===== config.mk =====
export PLATFORM = sky130hd
export DESIGN_NAME = dmpw_unit
export DESIGN_NICKNAME = d
export VERILOG_FILES = /design/src/core/dmpw_pkg.sv /design/src/core/dmpw_pf_if.sv /design/src/core/dmpw_pf_gen.sv /design/src/core/dmpw_unit.sv
export SDC_FILE = /design/constraint.sdc
export NUM_CORES = 2
export LEC_CHECK = 0
export ABC_CLOCK_PERIOD_IN_PS = 15160
export BUFFER_PORTS_ARGS = -buffer_cell sky130_fd_sc_hd__buf_2
export CORE_MARGIN = 4
export CORE_UTILIZATION = 51
export DETAILED_ROUTE_END_ITERATION = 10
export HOLD_SLACK_MARGIN = 0.05
export PLACE_DENSITY = 0.72
export SETUP_SLACK_MARGIN = 0.1
export SYNTH_ARGS = -nofsm -noshare
export SYNTH_HDL_FRONTEND = slang
export SYNTH_SLANG_ARGS = --single-unit
export TNS_END_PERCENT = 50

===== constraint.sdc =====
create_clock -name sys_clk_in -period 15.16 [get_ports sys_clk_in]
set_input_delay 0.758 -clock sys_clk_in [delete_from_list [all_inputs] [get_ports sys_clk_in]]
set_output_delay 0.758 -clock sys_clk_in [all_outputs]
set_load 0.01 [all_outputs]

===== src/core/dmpw_pkg.sv =====
// constants shared by the multiply-accumulate prefetch/write-back unit
// assumes one core clock and a decoder that presents decoded fields
`default_nettype none

package dmpw_pkg;
  // ----------
  // widths and field positions
  // ----------
  localparam int ACC_W = 40;
  localparam int WORD_W = 16;
  localparam int HIGH_LSB = 16;
  localparam int UPPER_LSB = 32;

  // ----------
  // operation codes
  // ----------
  localparam logic [2:0] OP_CLR = 3'h0;
  localparam logic [2:0] OP_MOVSTORE = 3'h1;
  localparam logic [2:0] OP_MAC = 3'h2;
  localparam logic [2:0] OP_MSUB = 3'h3;
  localparam logic [2:0] OP_MUL = 3'h4;
  localparam logic [2:0] OP_NMUL = 3'h5;
  localparam logic [2:0] OP_EDIST = 3'h6;
  localparam logic [2:0] OP_EDIST_ACC = 3'h7;

  // ----------
  // prefetch, write-back and saturation modes
  // ----------
  localparam logic [1:0] PF_NONE = 2'h0;
  localparam logic [1:0] PF_POST = 2'h1;
  localparam logic [1:0] PF_OFFSET = 2'h2;
  localparam logic [2:0] PF_MOD_BAD = 3'h4;
  localparam logic [1:0] WB_NONE = 2'h0;
  localparam logic [1:0] WB_DIRECT = 2'h1;
  localparam logic [1:0] WB_INDIRECT = 2'h2;
  localparam logic [1:0] SAT_OFF = 2'h0;
  localparam logic [1:0] SAT_NORMAL = 2'h1;
  localparam logic [1:0] SAT_SUPER = 2'h2;

  // ----------
  // accumulator register indices
  // ----------
  localparam logic [2:0] SFR_A_UPPER = 3'h0;
  localparam logic [2:0] SFR_A_HIGH = 3'h1;
  localparam logic [2:0] SFR_A_LOW = 3'h2;
  localparam logic [2:0] SFR_B_UPPER = 3'h3;
  localparam logic [2:0] SFR_B_HIGH = 3'h4;
  localparam logic [2:0] SFR_B_LOW = 3'h5;

  // ----------
  // values
  // ----------
  localparam logic [39:0] ACC_RST = 40'h00_0000_0000;
  localparam logic [39:0] ROUND_BIAS = 40'h00_0000_8000;
  localparam logic [39:0] SAT32_POS = 40'h00_7fff_ffff;
  localparam logic [39:0] SAT32_NEG = 40'hff_8000_0000;
  localparam logic [39:0] SAT40_POS = 40'h7f_ffff_ffff;
  localparam logic [39:0] SAT40_NEG = 40'h80_0000_0000;
  localparam logic [15:0] WORD_RST = 16'h0000;
  localparam logic [15:0] WB_POST_INC = 16'h0002;
endpackage : dmpw_pkg

`default_nettype wire


===== src/core/dmpw_pf_if.sv =====
// bundle between the unit and one prefetch address generator
// assumes combinational use inside one clock domain
`timescale 1ns/1ps
`default_nettype none

interface dmpw_pf_if;
  logic [1:0] mode;
  logic [15:0] base;
  logic [15:0] offset;
  logic [2:0] modify;
  logic [15:0] addr;
  logic [15:0] new_ptr;
  logic upd;
  logic en;

  modport gen (
    input mode, base, offset, modify,
    output addr, new_ptr, upd, en
  );
  modport user (
    output mode, base, offset, modify,
    input addr, new_ptr, upd, en
  );
endinterface : dmpw_pf_if

`default_nettype wire


===== src/core/dmpw_pf_gen.sv =====
// prefetch address and pointer post-modify generator, one per data bus
// assumes the caller has already refused illegal mode/modify codes
`timescale 1ns/1ps
`default_nettype none

module dmpw_pf_gen (
  dmpw_pf_if.gen pf
);
  // ------------------------------------------------------------
  // address and pointer update
  // ------------------------------------------------------------
  wire [15:0] step_bytes;
  wire ofs_mode;

  assign step_bytes = {{12{pf.modify[2]}}, pf.modify, 1'b0};
  assign ofs_mode = (pf.mode == dmpw_pkg::PF_OFFSET);
  assign pf.en = (pf.mode != dmpw_pkg::PF_NONE);
  assign pf.addr = ofs_mode ? pf.base + pf.offset : pf.base;
  assign pf.new_ptr = pf.base + step_bytes;
  assign pf.upd = (pf.mode == dmpw_pkg::PF_POST) && (pf.modify != 3'h0);
endmodule : dmpw_pf_gen

`default_nettype wire


===== src/core/dmpw_unit.sv =====
// multiply-accumulate datapath with dual prefetch and write-back
// assumes decoded fields, register values and x/y memory
// returning read data in the same clock as the registered address
// Operation
// - six accumulator parts are addressable registers
// - upper byte reads back sign-extended to 16
// - moves never touch overflow or saturation flags
// - double-word accumulator load and store
// - two reads, two updates, one op per cycle
// - x pointer w8/w9, y w10/w11, dest w4-w7
// - offset mode: base plus w12, w9/w11 only
// - post-modify by -6..+6 even bytes
// - offset mode leaves base and offset unchanged
// - operands from w4-w7, same register squares
// - multiply then add, subtract or store
// - distance ops need equal operands, store difference
// - clear zeroes accumulator, no multiplier
// - move-and-store prefetches and stores, no multiplier
// - rounded alternate stored via w13, direct or +2
// - write-back only on clear, move, msub, mac with distinct operands
// - write-back accumulator is always the other one
// - multiply ops name accumulator and two operands
// - control bit 0 fractional, 1 integer
// - fractional product shifted left one bit
// - normal saturation keeps upper byte as sign
`timescale 1ns/1ps
`default_nettype none

module dmpw_unit (
  input wire logic sys_clk_in,
  input wire logic sys_rst_in,
  input wire logic op_valid_in,
  input wire logic [2:0] op_code_in,
  input wire logic op_acc_sel_in,
  input wire logic [1:0] op_mul_a_in,
  input wire logic [1:0] op_mul_b_in,
  input wire logic [1:0] x_pf_mode_in,
  input wire logic x_pf_ptr_in,
  input wire logic [2:0] x_pf_mod_in,
  input wire logic [1:0] x_pf_dst_in,
  input wire logic [1:0] y_pf_mode_in,
  input wire logic y_pf_ptr_in,
  input wire logic [2:0] y_pf_mod_in,
  input wire logic [1:0] y_pf_dst_in,
  input wire logic [1:0] wb_mode_in,
  input wire logic [15:0] w4_in,
  input wire logic [15:0] w5_in,
  input wire logic [15:0] w6_in,
  input wire logic [15:0] w7_in,
  input wire logic [15:0] w8_in,
  input wire logic [15:0] w9_in,
  input wire logic [15:0] w10_in,
  input wire logic [15:0] w11_in,
  input wire logic [15:0] w12_in,
  input wire logic [15:0] w13_in,
  input wire logic frac_int_mode_in,
  input wire logic [1:0] sat_mode_in,
  input wire logic [1:0] sat_flag_clr_in,
  input wire logic [15:0] x_rdata_in,
  input wire logic [15:0] y_rdata_in,
  input wire logic sfr_rd_in,
  input wire logic sfr_wr_in,
  input wire logic [2:0] sfr_sel_in,
  input wire logic [1:0] sfr_be_in,
  input wire logic [15:0] sfr_wdata_in,
  input wire logic dbl_load_in,
  input wire logic dbl_store_in,
  input wire logic dbl_acc_in,
  input wire logic [31:0] dbl_wdata_in,
  output logic x_rd_out,
  output logic [15:0] x_addr_out,
  output logic y_rd_out,
  output logic [15:0] y_addr_out,
  output logic xptr_wr_out,
  output logic xptr_sel_out,
  output logic [15:0] xptr_val_out,
  output logic yptr_wr_out,
  output logic yptr_sel_out,
  output logic [15:0] yptr_val_out,
  output logic pf_x_wr_out,
  output logic [1:0] pf_x_dst_out,
  output logic [15:0] pf_x_val_out,
  output logic pf_y_wr_out,
  output logic [1:0] pf_y_dst_out,
  output logic [15:0] pf_y_val_out,
  output logic wb_mem_wr_out,
  output logic [15:0] wb_addr_out,
  output logic [15:0] wb_data_out,
  output logic w13_wr_out,
  output logic [15:0] w13_val_out,
  output logic [15:0] sfr_rdata_out,
  output logic [31:0] dbl_rdata_out,
  output logic acc_a_overflow_flag_out,
  output logic acc_b_overflow_flag_out,
  output logic acc_a_saturated_flag_out,
  output logic acc_b_saturated_flag_out,
  output logic op_err_out
);
  // ------------------------------------------------------------
  // state
  // ------------------------------------------------------------
  logic [39:0] acc_r [0:1];
  logic [39:0] acc_nxt [0:1];
  logic [1:0] ov_r;
  logic [1:0] ov_nxt;
  logic [1:0] sat_r;
  logic [1:0] sat_nxt;
  logic pend_x_r;
  logic pend_y_r;
  logic pend_ed_r;
  logic [1:0] pend_xdst_r;
  logic [1:0] pend_ydst_r;

  // ------------------------------------------------------------
  // decode and refusal
  // ------------------------------------------------------------
  wire [15:0] wsrc [0:3];
  wire [15:0] mul_a;
  wire [15:0] mul_b;
  wire same_src;
  wire ed_op;
  wire mul_op;
  wire acc_op;
  wire x_bad;
  wire y_bad;
  wire ed_bad;
  wire wb_ok_op;
  wire wb_bad;
  wire op_bad;
  wire go;

  assign wsrc[0] = w4_in;
  assign wsrc[1] = w5_in;
  assign wsrc[2] = w6_in;
  assign wsrc[3] = w7_in;
  assign mul_a = wsrc[op_mul_a_in];
  assign mul_b = wsrc[op_mul_b_in];
  assign same_src = (op_mul_a_in == op_mul_b_in);
  assign ed_op = (op_code_in == dmpw_pkg::OP_EDIST) ||
                 (op_code_in == dmpw_pkg::OP_EDIST_ACC);
  assign mul_op = (op_code_in != dmpw_pkg::OP_CLR) &&
                  (op_code_in != dmpw_pkg::OP_MOVSTORE);
  assign acc_op = (op_code_in != dmpw_pkg::OP_MOVSTORE);
  assign x_bad = (x_pf_mode_in == 2'h3) ||
                 ((x_pf_mode_in == dmpw_pkg::PF_OFFSET) && !x_pf_ptr_in) ||
                 ((x_pf_mode_in == dmpw_pkg::PF_POST) &&
                  (x_pf_mod_in == dmpw_pkg::PF_MOD_BAD));
  assign y_bad = (y_pf_mode_in == 2'h3) ||
                 ((y_pf_mode_in == dmpw_pkg::PF_OFFSET) && !y_pf_ptr_in) ||
                 ((y_pf_mode_in == dmpw_pkg::PF_POST) &&
                  (y_pf_mod_in == dmpw_pkg::PF_MOD_BAD));
  assign ed_bad = ed_op && (!same_src ||
                  (x_pf_mode_in == dmpw_pkg::PF_NONE) ||
                  (y_pf_mode_in == dmpw_pkg::PF_NONE));
  assign wb_ok_op = (op_code_in == dmpw_pkg::OP_CLR) ||
                    (op_code_in == dmpw_pkg::OP_MOVSTORE) ||
                    (op_code_in == dmpw_pkg::OP_MSUB) ||
                    ((op_code_in == dmpw_pkg::OP_MAC) && !same_src);
  assign wb_bad = (wb_mode_in == 2'h3) ||
                  ((wb_mode_in != dmpw_pkg::WB_NONE) && !wb_ok_op);
  assign op_bad = x_bad || y_bad || ed_bad || wb_bad;
  // refused instructions only raise op_err_out, with no strobe, flag or accumulator change
  assign go = op_valid_in && !op_bad;

  // ------------------------------------------------------------
  // prefetch address generators
  // ------------------------------------------------------------
  dmpw_pf_if pfx ();
  dmpw_pf_if pfy ();

  // x from w8/w9, y from w10/w11
  assign pfx.mode = x_pf_mode_in;
  assign pfx.base = x_pf_ptr_in ? w9_in : w8_in;
  assign pfx.offset = w12_in;
  assign pfx.modify = x_pf_mod_in;
  assign pfy.mode = y_pf_mode_in;
  assign pfy.base = y_pf_ptr_in ? w11_in : w10_in;
  assign pfy.offset = w12_in;
  assign pfy.modify = y_pf_mod_in;

  dmpw_pf_gen u_pfx (
    .pf (pfx)
  );
  dmpw_pf_gen u_pfy (
    .pf (pfy)
  );

  // ------------------------------------------------------------
  // multiply, accumulate, saturate
  // ------------------------------------------------------------
  wire signed [31:0] prod_raw;
  wire [40:0] prod41;
  wire [39:0] acc_cur;
  wire [40:0] acc41;
  logic [40:0] sum41;
  wire norm_ovf;
  wire sup_ovf;
  wire [39:0] res40;
  wire sat_hit;
  wire res_ov;

  assign prod_raw = $signed(mul_a) * $signed(mul_b);
  assign prod41 = frac_int_mode_in ? {{9{prod_raw[31]}}, prod_raw} :
                  {{8{prod_raw[31]}}, prod_raw, 1'b0};
  assign acc_cur = acc_r[op_acc_sel_in];
  assign acc41 = {acc_cur[39], acc_cur};

  always_comb begin
    case (op_code_in)
      dmpw_pkg::OP_CLR: sum41 = 41'h000_0000_0000;
      dmpw_pkg::OP_MAC: sum41 = acc41 + prod41;
      dmpw_pkg::OP_EDIST_ACC: sum41 = acc41 + prod41;
      dmpw_pkg::OP_MSUB: sum41 = acc41 - prod41;
      dmpw_pkg::OP_MUL: sum41 = prod41;
      dmpw_pkg::OP_EDIST: sum41 = prod41;
      dmpw_pkg::OP_NMUL: sum41 = 41'h000_0000_0000 - prod41;
      default: sum41 = acc41;
    endcase
  end

  // normal mode clips to 32 bits
  assign norm_ovf = !((&sum41[40:31]) || !(|sum41[40:31]));
  assign sup_ovf = sum41[40] ^ sum41[39];
  assign sat_hit = (sat_mode_in == dmpw_pkg::SAT_NORMAL) ? norm_ovf :
                   (sat_mode_in == dmpw_pkg::SAT_SUPER) ? sup_ovf : 1'b0;
  assign res40 =
    !sat_hit ? sum41[39:0] :
    (sat_mode_in == dmpw_pkg::SAT_NORMAL) ?
      (sum41[40] ? dmpw_pkg::SAT32_NEG : dmpw_pkg::SAT32_POS) :
      (sum41[40] ? dmpw_pkg::SAT40_NEG : dmpw_pkg::SAT40_POS);
  // guard bits in use means overflow past bit 31
  assign res_ov = !((&res40[39:31]) || !(|res40[39:31]));

  // ------------------------------------------------------------
  // write-back of the alternate accumulator
  // ------------------------------------------------------------
  wire [39:0] alt_acc;
  wire [39:0] alt_rnd;
  wire wb_dir;
  wire wb_ind;

  assign alt_acc = acc_r[!op_acc_sel_in];
  // no clipping: 0x7fff_8000 and above round over into the sign bit
  assign alt_rnd = alt_acc + dmpw_pkg::ROUND_BIAS;
  assign wb_dir = go && (wb_mode_in == dmpw_pkg::WB_DIRECT);
  assign wb_ind = go && (wb_mode_in == dmpw_pkg::WB_INDIRECT);

  // ------------------------------------------------------------
  // memory-mapped accumulator access
  // ------------------------------------------------------------
  wire sfr_ok;
  wire sfr_acc;
  wire [1:0] sfr_part;
  wire [39:0] sfr_cur;
  wire [15:0] sfr_view;
  wire [15:0] sfr_merge;
  wire [39:0] sfr_new;
  wire [39:0] dbl_new;

  assign sfr_ok = (sfr_sel_in <= dmpw_pkg::SFR_B_LOW);
  assign sfr_acc = (sfr_sel_in >= dmpw_pkg::SFR_B_UPPER);
  assign sfr_part = sfr_acc ? 2'(sfr_sel_in - dmpw_pkg::SFR_B_UPPER) :
                    sfr_sel_in[1:0];
  assign sfr_cur = acc_r[sfr_acc];
  assign sfr_view = !sfr_ok ? dmpw_pkg::WORD_RST :
    (sfr_part == 2'h0) ? {{8{sfr_cur[39]}}, sfr_cur[39:32]} :
    (sfr_part == 2'h1) ? sfr_cur[31:16] : sfr_cur[15:0];
  assign sfr_merge = {sfr_be_in[1] ? sfr_wdata_in[15:8] : sfr_view[15:8],
                      sfr_be_in[0] ? sfr_wdata_in[7:0] : sfr_view[7:0]};
  assign sfr_new =
    (sfr_part == 2'h0) ? {sfr_merge[7:0], sfr_cur[31:0]} :
    (sfr_part == 2'h1) ? {sfr_cur[39:32], sfr_merge, sfr_cur[15:0]} :
    {sfr_cur[39:16], sfr_merge};
  // load high and low at once
  assign dbl_new = {{8{dbl_wdata_in[31]}}, dbl_wdata_in};

  // dsp result wins over a move to the same accumulator
  always_comb begin
    for (int i = 0; i < 2; i++) begin
      acc_nxt[i] = acc_r[i];
      ov_nxt[i] = ov_r[i];
      // sticky, set wins over clear
      sat_nxt[i] = sat_r[i] && !sat_flag_clr_in[i];
      if (go && acc_op && (op_acc_sel_in == 1'(i))) begin
        acc_nxt[i] = res40;
        ov_nxt[i] = res_ov;
        sat_nxt[i] = sat_nxt[i] || sat_hit;
      end else if (dbl_load_in && (dbl_acc_in == 1'(i))) begin
        acc_nxt[i] = dbl_new;
      end else if (sfr_wr_in && sfr_ok && (sfr_acc == 1'(i))) begin
        acc_nxt[i] = sfr_new;
      end
    end
  end

  // ------------------------------------------------------------
  // registers
  // ------------------------------------------------------------
  // issue every cycle
  always_ff @(posedge sys_clk_in) begin
    if (sys_rst_in) begin
      acc_r[0] <= dmpw_pkg::ACC_RST;
      acc_r[1] <= dmpw_pkg::ACC_RST;
      ov_r <= 2'h0;
      sat_r <= 2'h0;
    end else begin
      acc_r[0] <= acc_nxt[0];
      acc_r[1] <= acc_nxt[1];
      ov_r <= ov_nxt;
      sat_r <= sat_nxt;
    end
  end

  always_ff @(posedge sys_clk_in) begin
    if (sys_rst_in) begin
      x_rd_out <= 1'b0;
      y_rd_out <= 1'b0;
      x_addr_out <= dmpw_pkg::WORD_RST;
      y_addr_out <= dmpw_pkg::WORD_RST;
      xptr_wr_out <= 1'b0;
      yptr_wr_out <= 1'b0;
      xptr_sel_out <= 1'b0;
      yptr_sel_out <= 1'b0;
      xptr_val_out <= dmpw_pkg::WORD_RST;
      yptr_val_out <= dmpw_pkg::WORD_RST;
    end else begin
      x_rd_out <= go && pfx.en;
      y_rd_out <= go && pfy.en;
      x_addr_out <= pfx.addr;
      y_addr_out <= pfy.addr;
      xptr_wr_out <= go && pfx.upd;
      yptr_wr_out <= go && pfy.upd;
      xptr_sel_out <= x_pf_ptr_in;
      yptr_sel_out <= y_pf_ptr_in;
      xptr_val_out <= pfx.new_ptr;
      yptr_val_out <= pfy.new_ptr;
    end
  end

  always_ff @(posedge sys_clk_in) begin
    if (sys_rst_in) begin
      pend_x_r <= 1'b0;
      pend_y_r <= 1'b0;
      pend_ed_r <= 1'b0;
      pend_xdst_r <= 2'h0;
      pend_ydst_r <= 2'h0;
      pf_x_wr_out <= 1'b0;
      pf_y_wr_out <= 1'b0;
      pf_x_dst_out <= 2'h0;
      pf_y_dst_out <= 2'h0;
      pf_x_val_out <= dmpw_pkg::WORD_RST;
      pf_y_val_out <= dmpw_pkg::WORD_RST;
    end else begin
      pend_x_r <= go && pfx.en;
      pend_y_r <= go && pfy.en;
      pend_ed_r <= go && ed_op;
      pend_xdst_r <= x_pf_dst_in;
      pend_ydst_r <= y_pf_dst_in;
      pf_x_wr_out <= pend_x_r;
      pf_y_wr_out <= pend_y_r && !pend_ed_r;
      pf_x_dst_out <= pend_xdst_r;
      pf_y_dst_out <= pend_ydst_r;
      pf_x_val_out <= pend_ed_r ? x_rdata_in - y_rdata_in : x_rdata_in;
      pf_y_val_out <= y_rdata_in;
    end
  end

  always_ff @(posedge sys_clk_in) begin
    if (sys_rst_in) begin
      wb_mem_wr_out <= 1'b0;
      wb_addr_out <= dmpw_pkg::WORD_RST;
      wb_data_out <= dmpw_pkg::WORD_RST;
      w13_wr_out <= 1'b0;
      w13_val_out <= dmpw_pkg::WORD_RST;
    end else begin
      wb_mem_wr_out <= wb_ind;
      wb_addr_out <= w13_in;
      wb_data_out <= alt_rnd[31:16];
      w13_wr_out <= wb_dir || wb_ind;
      w13_val_out <= wb_ind ? w13_in + dmpw_pkg::WB_POST_INC :
                     alt_rnd[31:16];
    end
  end

  always_ff @(posedge sys_clk_in) begin
    if (sys_rst_in) begin
      sfr_rdata_out <= dmpw_pkg::WORD_RST;
      dbl_rdata_out <= 32'h0000_0000;
      op_err_out <= 1'b0;
    end else begin
      if (sfr_rd_in) begin
        sfr_rdata_out <= sfr_view;
      end
      // store high and low at once
      if (dbl_store_in) begin
        dbl_rdata_out <= acc_r[dbl_acc_in][31:0];
      end
      op_err_out <= op_valid_in && op_bad;
    end
  end

  assign acc_a_overflow_flag_out = ov_r[0];
  assign acc_b_overflow_flag_out = ov_r[1];
  assign acc_a_saturated_flag_out = sat_r[0];
  assign acc_b_saturated_flag_out = sat_r[1];
endmodule : dmpw_unit

`default_nettype wire


==> results.sh <==
export IMPL_status="finished, final reports clean"
export IMPL_cts_tree="yes"
export IMPL_avgSynthCellArea_um2=8.41
export IMPL_worstSetupPathType="in -> reg"
export IMPL_netlist_area_leader_share_pct=15.8
export IMPL_critPathLaunchType="input pin"
export IMPL_synth_fp_nets=4791
export IMPL_slew_headroom_pct=16.6
export IMPL_final_antenna_net_count=0
export IMPL_clock_path_buffers=3
export IMPL_hpwl_mm=96.6
export IMPL_wl_per_cell_um=22.7
export IMPL_yosysSeqAreaShare_pct=19.8
export IMPL_setup_tns_ns=0
export IMPL_fin_area_mm2=0.0382
export IMPL_ys_ff_latch=296
export IMPL_drv_cap=0
export IMPL_min_delay_start="x_pf_dst_in[0]"
export IMPL_setup_viol=0
export IMPL_final_layout_size_suffix_gt1_share_pct=17.6
export IMPL_path_common_cell="fa_1"
export IMPL_grt_pass1_wl_mm=184
export IMPL_cts_root_buf="clkbuf_16"
export IMPL_cp_top_family="adder cells"
export IMPL_synth_warnings=0
export IMPL_die_area_mm2=0.0707
export IMPL_grt_pass1_vias=31500
export IMPL_gp_congestion=0.989
export IMPL_holdBufCountCts=0
export IMPL_ioPinCount=495
export IMPL_start_util_pct=51.5
export IMPL_cp_slowest_cell="mux4_2"
export IMPL_ys_top_cells_by_area="fa_1, dfxtp_1, ha_1"
export IMPL_placedInstanceArea_mm2=0.0371
export IMPL_async_flop_share_pct=0
export IMPL_clock_sinks=296
export IMPL_post_route_period_util_pct=92.7
export IMPL_fillCellCount=6025
export IMPL_track_usage_pct=33.0
export IMPL_grt_ovfl_total=0
export IMPL_netlist_area_mm2=0.0339
export IMPL_synth_common_cells="inv_1, nor2_1, nand2_1"
export IMPL_grt_max_degree=88
export IMPL_synth_distinct_cells=98
export IMPL_min_period_ns=14.05
export IMPL_std_cell_rows=94
export IMPL_htreeDepth=1
export IMPL_crit_buf_inv=6
export IMPL_post_route_drc_count=0
export IMPL_antenna_found_initial=42
export IMPL_vias=32100
export IMPL_area_growth_pct=12.5
export IMPL_clock_latency_ns=0.61
export IMPL_coreArea_mm2=0.0659
export IMPL_r2r_start="acc_r[0][0]$_SDFFCE_PN0P_"
export IMPL_worstPathMaxFanout=31
export IMPL_rsz0062_at_grt="no"
export IMPL_required_ns=15.56
export IMPL_die_w_um=266
export IMPL_arrival_ns=14.45
export IMPL_critical_path_endpoint_type="flip-flop"
export IMPL_drt_wl_total_mm=121
export IMPL_hold_class="in -> reg"
export IMPL_cts_buffers=30
export IMPL_die_h_um=266
export IMPL_path_clk_slew_ns=0.07
export IMPL_maxClockFrequency_mhz=71.2
export IMPL_hold_viol=0
export IMPL_crit_path_start="op_mul_b_in[0]"
export IMPL_slowest_delay_ns=0.78
export IMPL_vias_per_cell=6.04
export IMPL_synth_edf_count=80
export IMPL_synth_most_common_cell="inv_1"
export IMPL_ys_flop_type="dfxtp_1"
export IMPL_maxSlewViolCount=0
export IMPL_fin_nets=5162
export IMPL_syn_instance_count=4035
export IMPL_max_slew_worst_pin_slew_ns=1.25
export IMPL_dr_pass1_iters=6
export IMPL_io_buffers=494
export IMPL_clock_skew_ns=0.0303
export IMPL_synth_top_cell_by_area="fa_1"
export IMPL_drtIter0Drc=3412
==> final timing paths <==
path	cells after the start	slack, ns	to
hold / removal	2	0.38	pend_xdst_r[0]$_SDFF_PP0_
hold reg to reg	1	0.43	pf_y_dst_out[1]$_SDFF_PP0_
setup / recovery	47	1.11	acc_r[1][15]$_SDFFCE_PN0P_
setup reg to reg	25	8.09	acc_r[1][15]$_SDFFCE_PN0P_
==> state kept, by name, indices dropped and copies added (netlist names), 16 cells and up <==
register and count:
w13_val_out 16, wb_addr_out 16, dbl_rdata_out 32, pf_y_val_out 16, wb_data_out 16, x_addr_out 16
y_addr_out 16, sfr_rdata_out 16, yptr_val_out 16, acc_r 80, xptr_val_out 16, pf_x_val_out 16
==> cells by family after synthesis <==
family | after synthesis | share of synthesized area, %
simple gates | 1219 | 16.5
compound gates | 918 | 18.6
buf+inv | 650 | 7.42
fa+ha+maj | 472 | 23.3
mux | 312 | 9.94
flops | 296 | 19.8
xor+xnor | 168 | 4.34
==> metrics by stage <==
stage	hold WS (ns)	setup WS, ns	util [%]	std cells
final	0.379	1.11	58.0	5325
after global routing	0.398	0.127	57.9	5318
after CTS	0.364	0.958	57.8	5291
after floorplan	0.414	1.11	-	4035
after global placement	0.417	0.615	56.3	5236
after detailed placement	0.420	0.387	56.3	5236
==> timing repair <==
item,CTS,global route
gates resized for setup,0,2
setup endpoints to repair,0,77
buffers inserted,0,2
==> routing by layer <==
metal / GRT usage (%) / vias to the layer above / wire length [um]
li1: - / 14800 / -
met1: 40.9 / 15500 / 45300
met2: 54.1 / 1590 / 55900
met3: 5.68 / 329 / 11300
met4: 19.8 / 2 / 8220
met5: 0 / - / 13
==> cells in the final DEF, fill, tap and decap left out, types with 18 or more instances in the layout <==
cell type / count
nand3_1: 73
a21oi_1: 217
nor4_1: 19
o21ai_1: 22
o21ai_0: 179
a211oi_1: 70
o211ai_1: 19
and3_1: 23
clkbuf_16: 32
nor2b_1: 60
a221oi_1: 67
diode_2: 32
a21o_1: 45
buf_4: 56
mux2i_1: 202
fa_1: 268
inv_1: 434
o31ai_1: 20
nor3_1: 48
ha_1: 204
nor2_1: 427
o21a_1: 44
buf_2: 492
mux2_2: 100
nand2b_1: 41
a22oi_1: 18
a21boi_0: 19
or3_1: 18
edfxtp_1: 80
and2_1: 50
xnor2_1: 97
nand2_1: 376
xor2_1: 71
dfxtp_1: 216
==> cell type report <==
type                            instances  area (um2)  area share (%)
Tap cell                              864        1080            2.83
Antenna cell                           32        80.1           0.210
Sequential cell                       296        6730            17.6
Clock buffer                           43         875            2.29
Timing Repair Buffer                  552        2940            7.71
Clock inverter                         12         108           0.282
Inverter                              437        1640            4.30
Multi-Input combinational cell       3089       24700            64.8
Power is left out: the tool's default activity adds up to more than one toggle a clock period on the data nets, which glitch-free logic cannot reach.
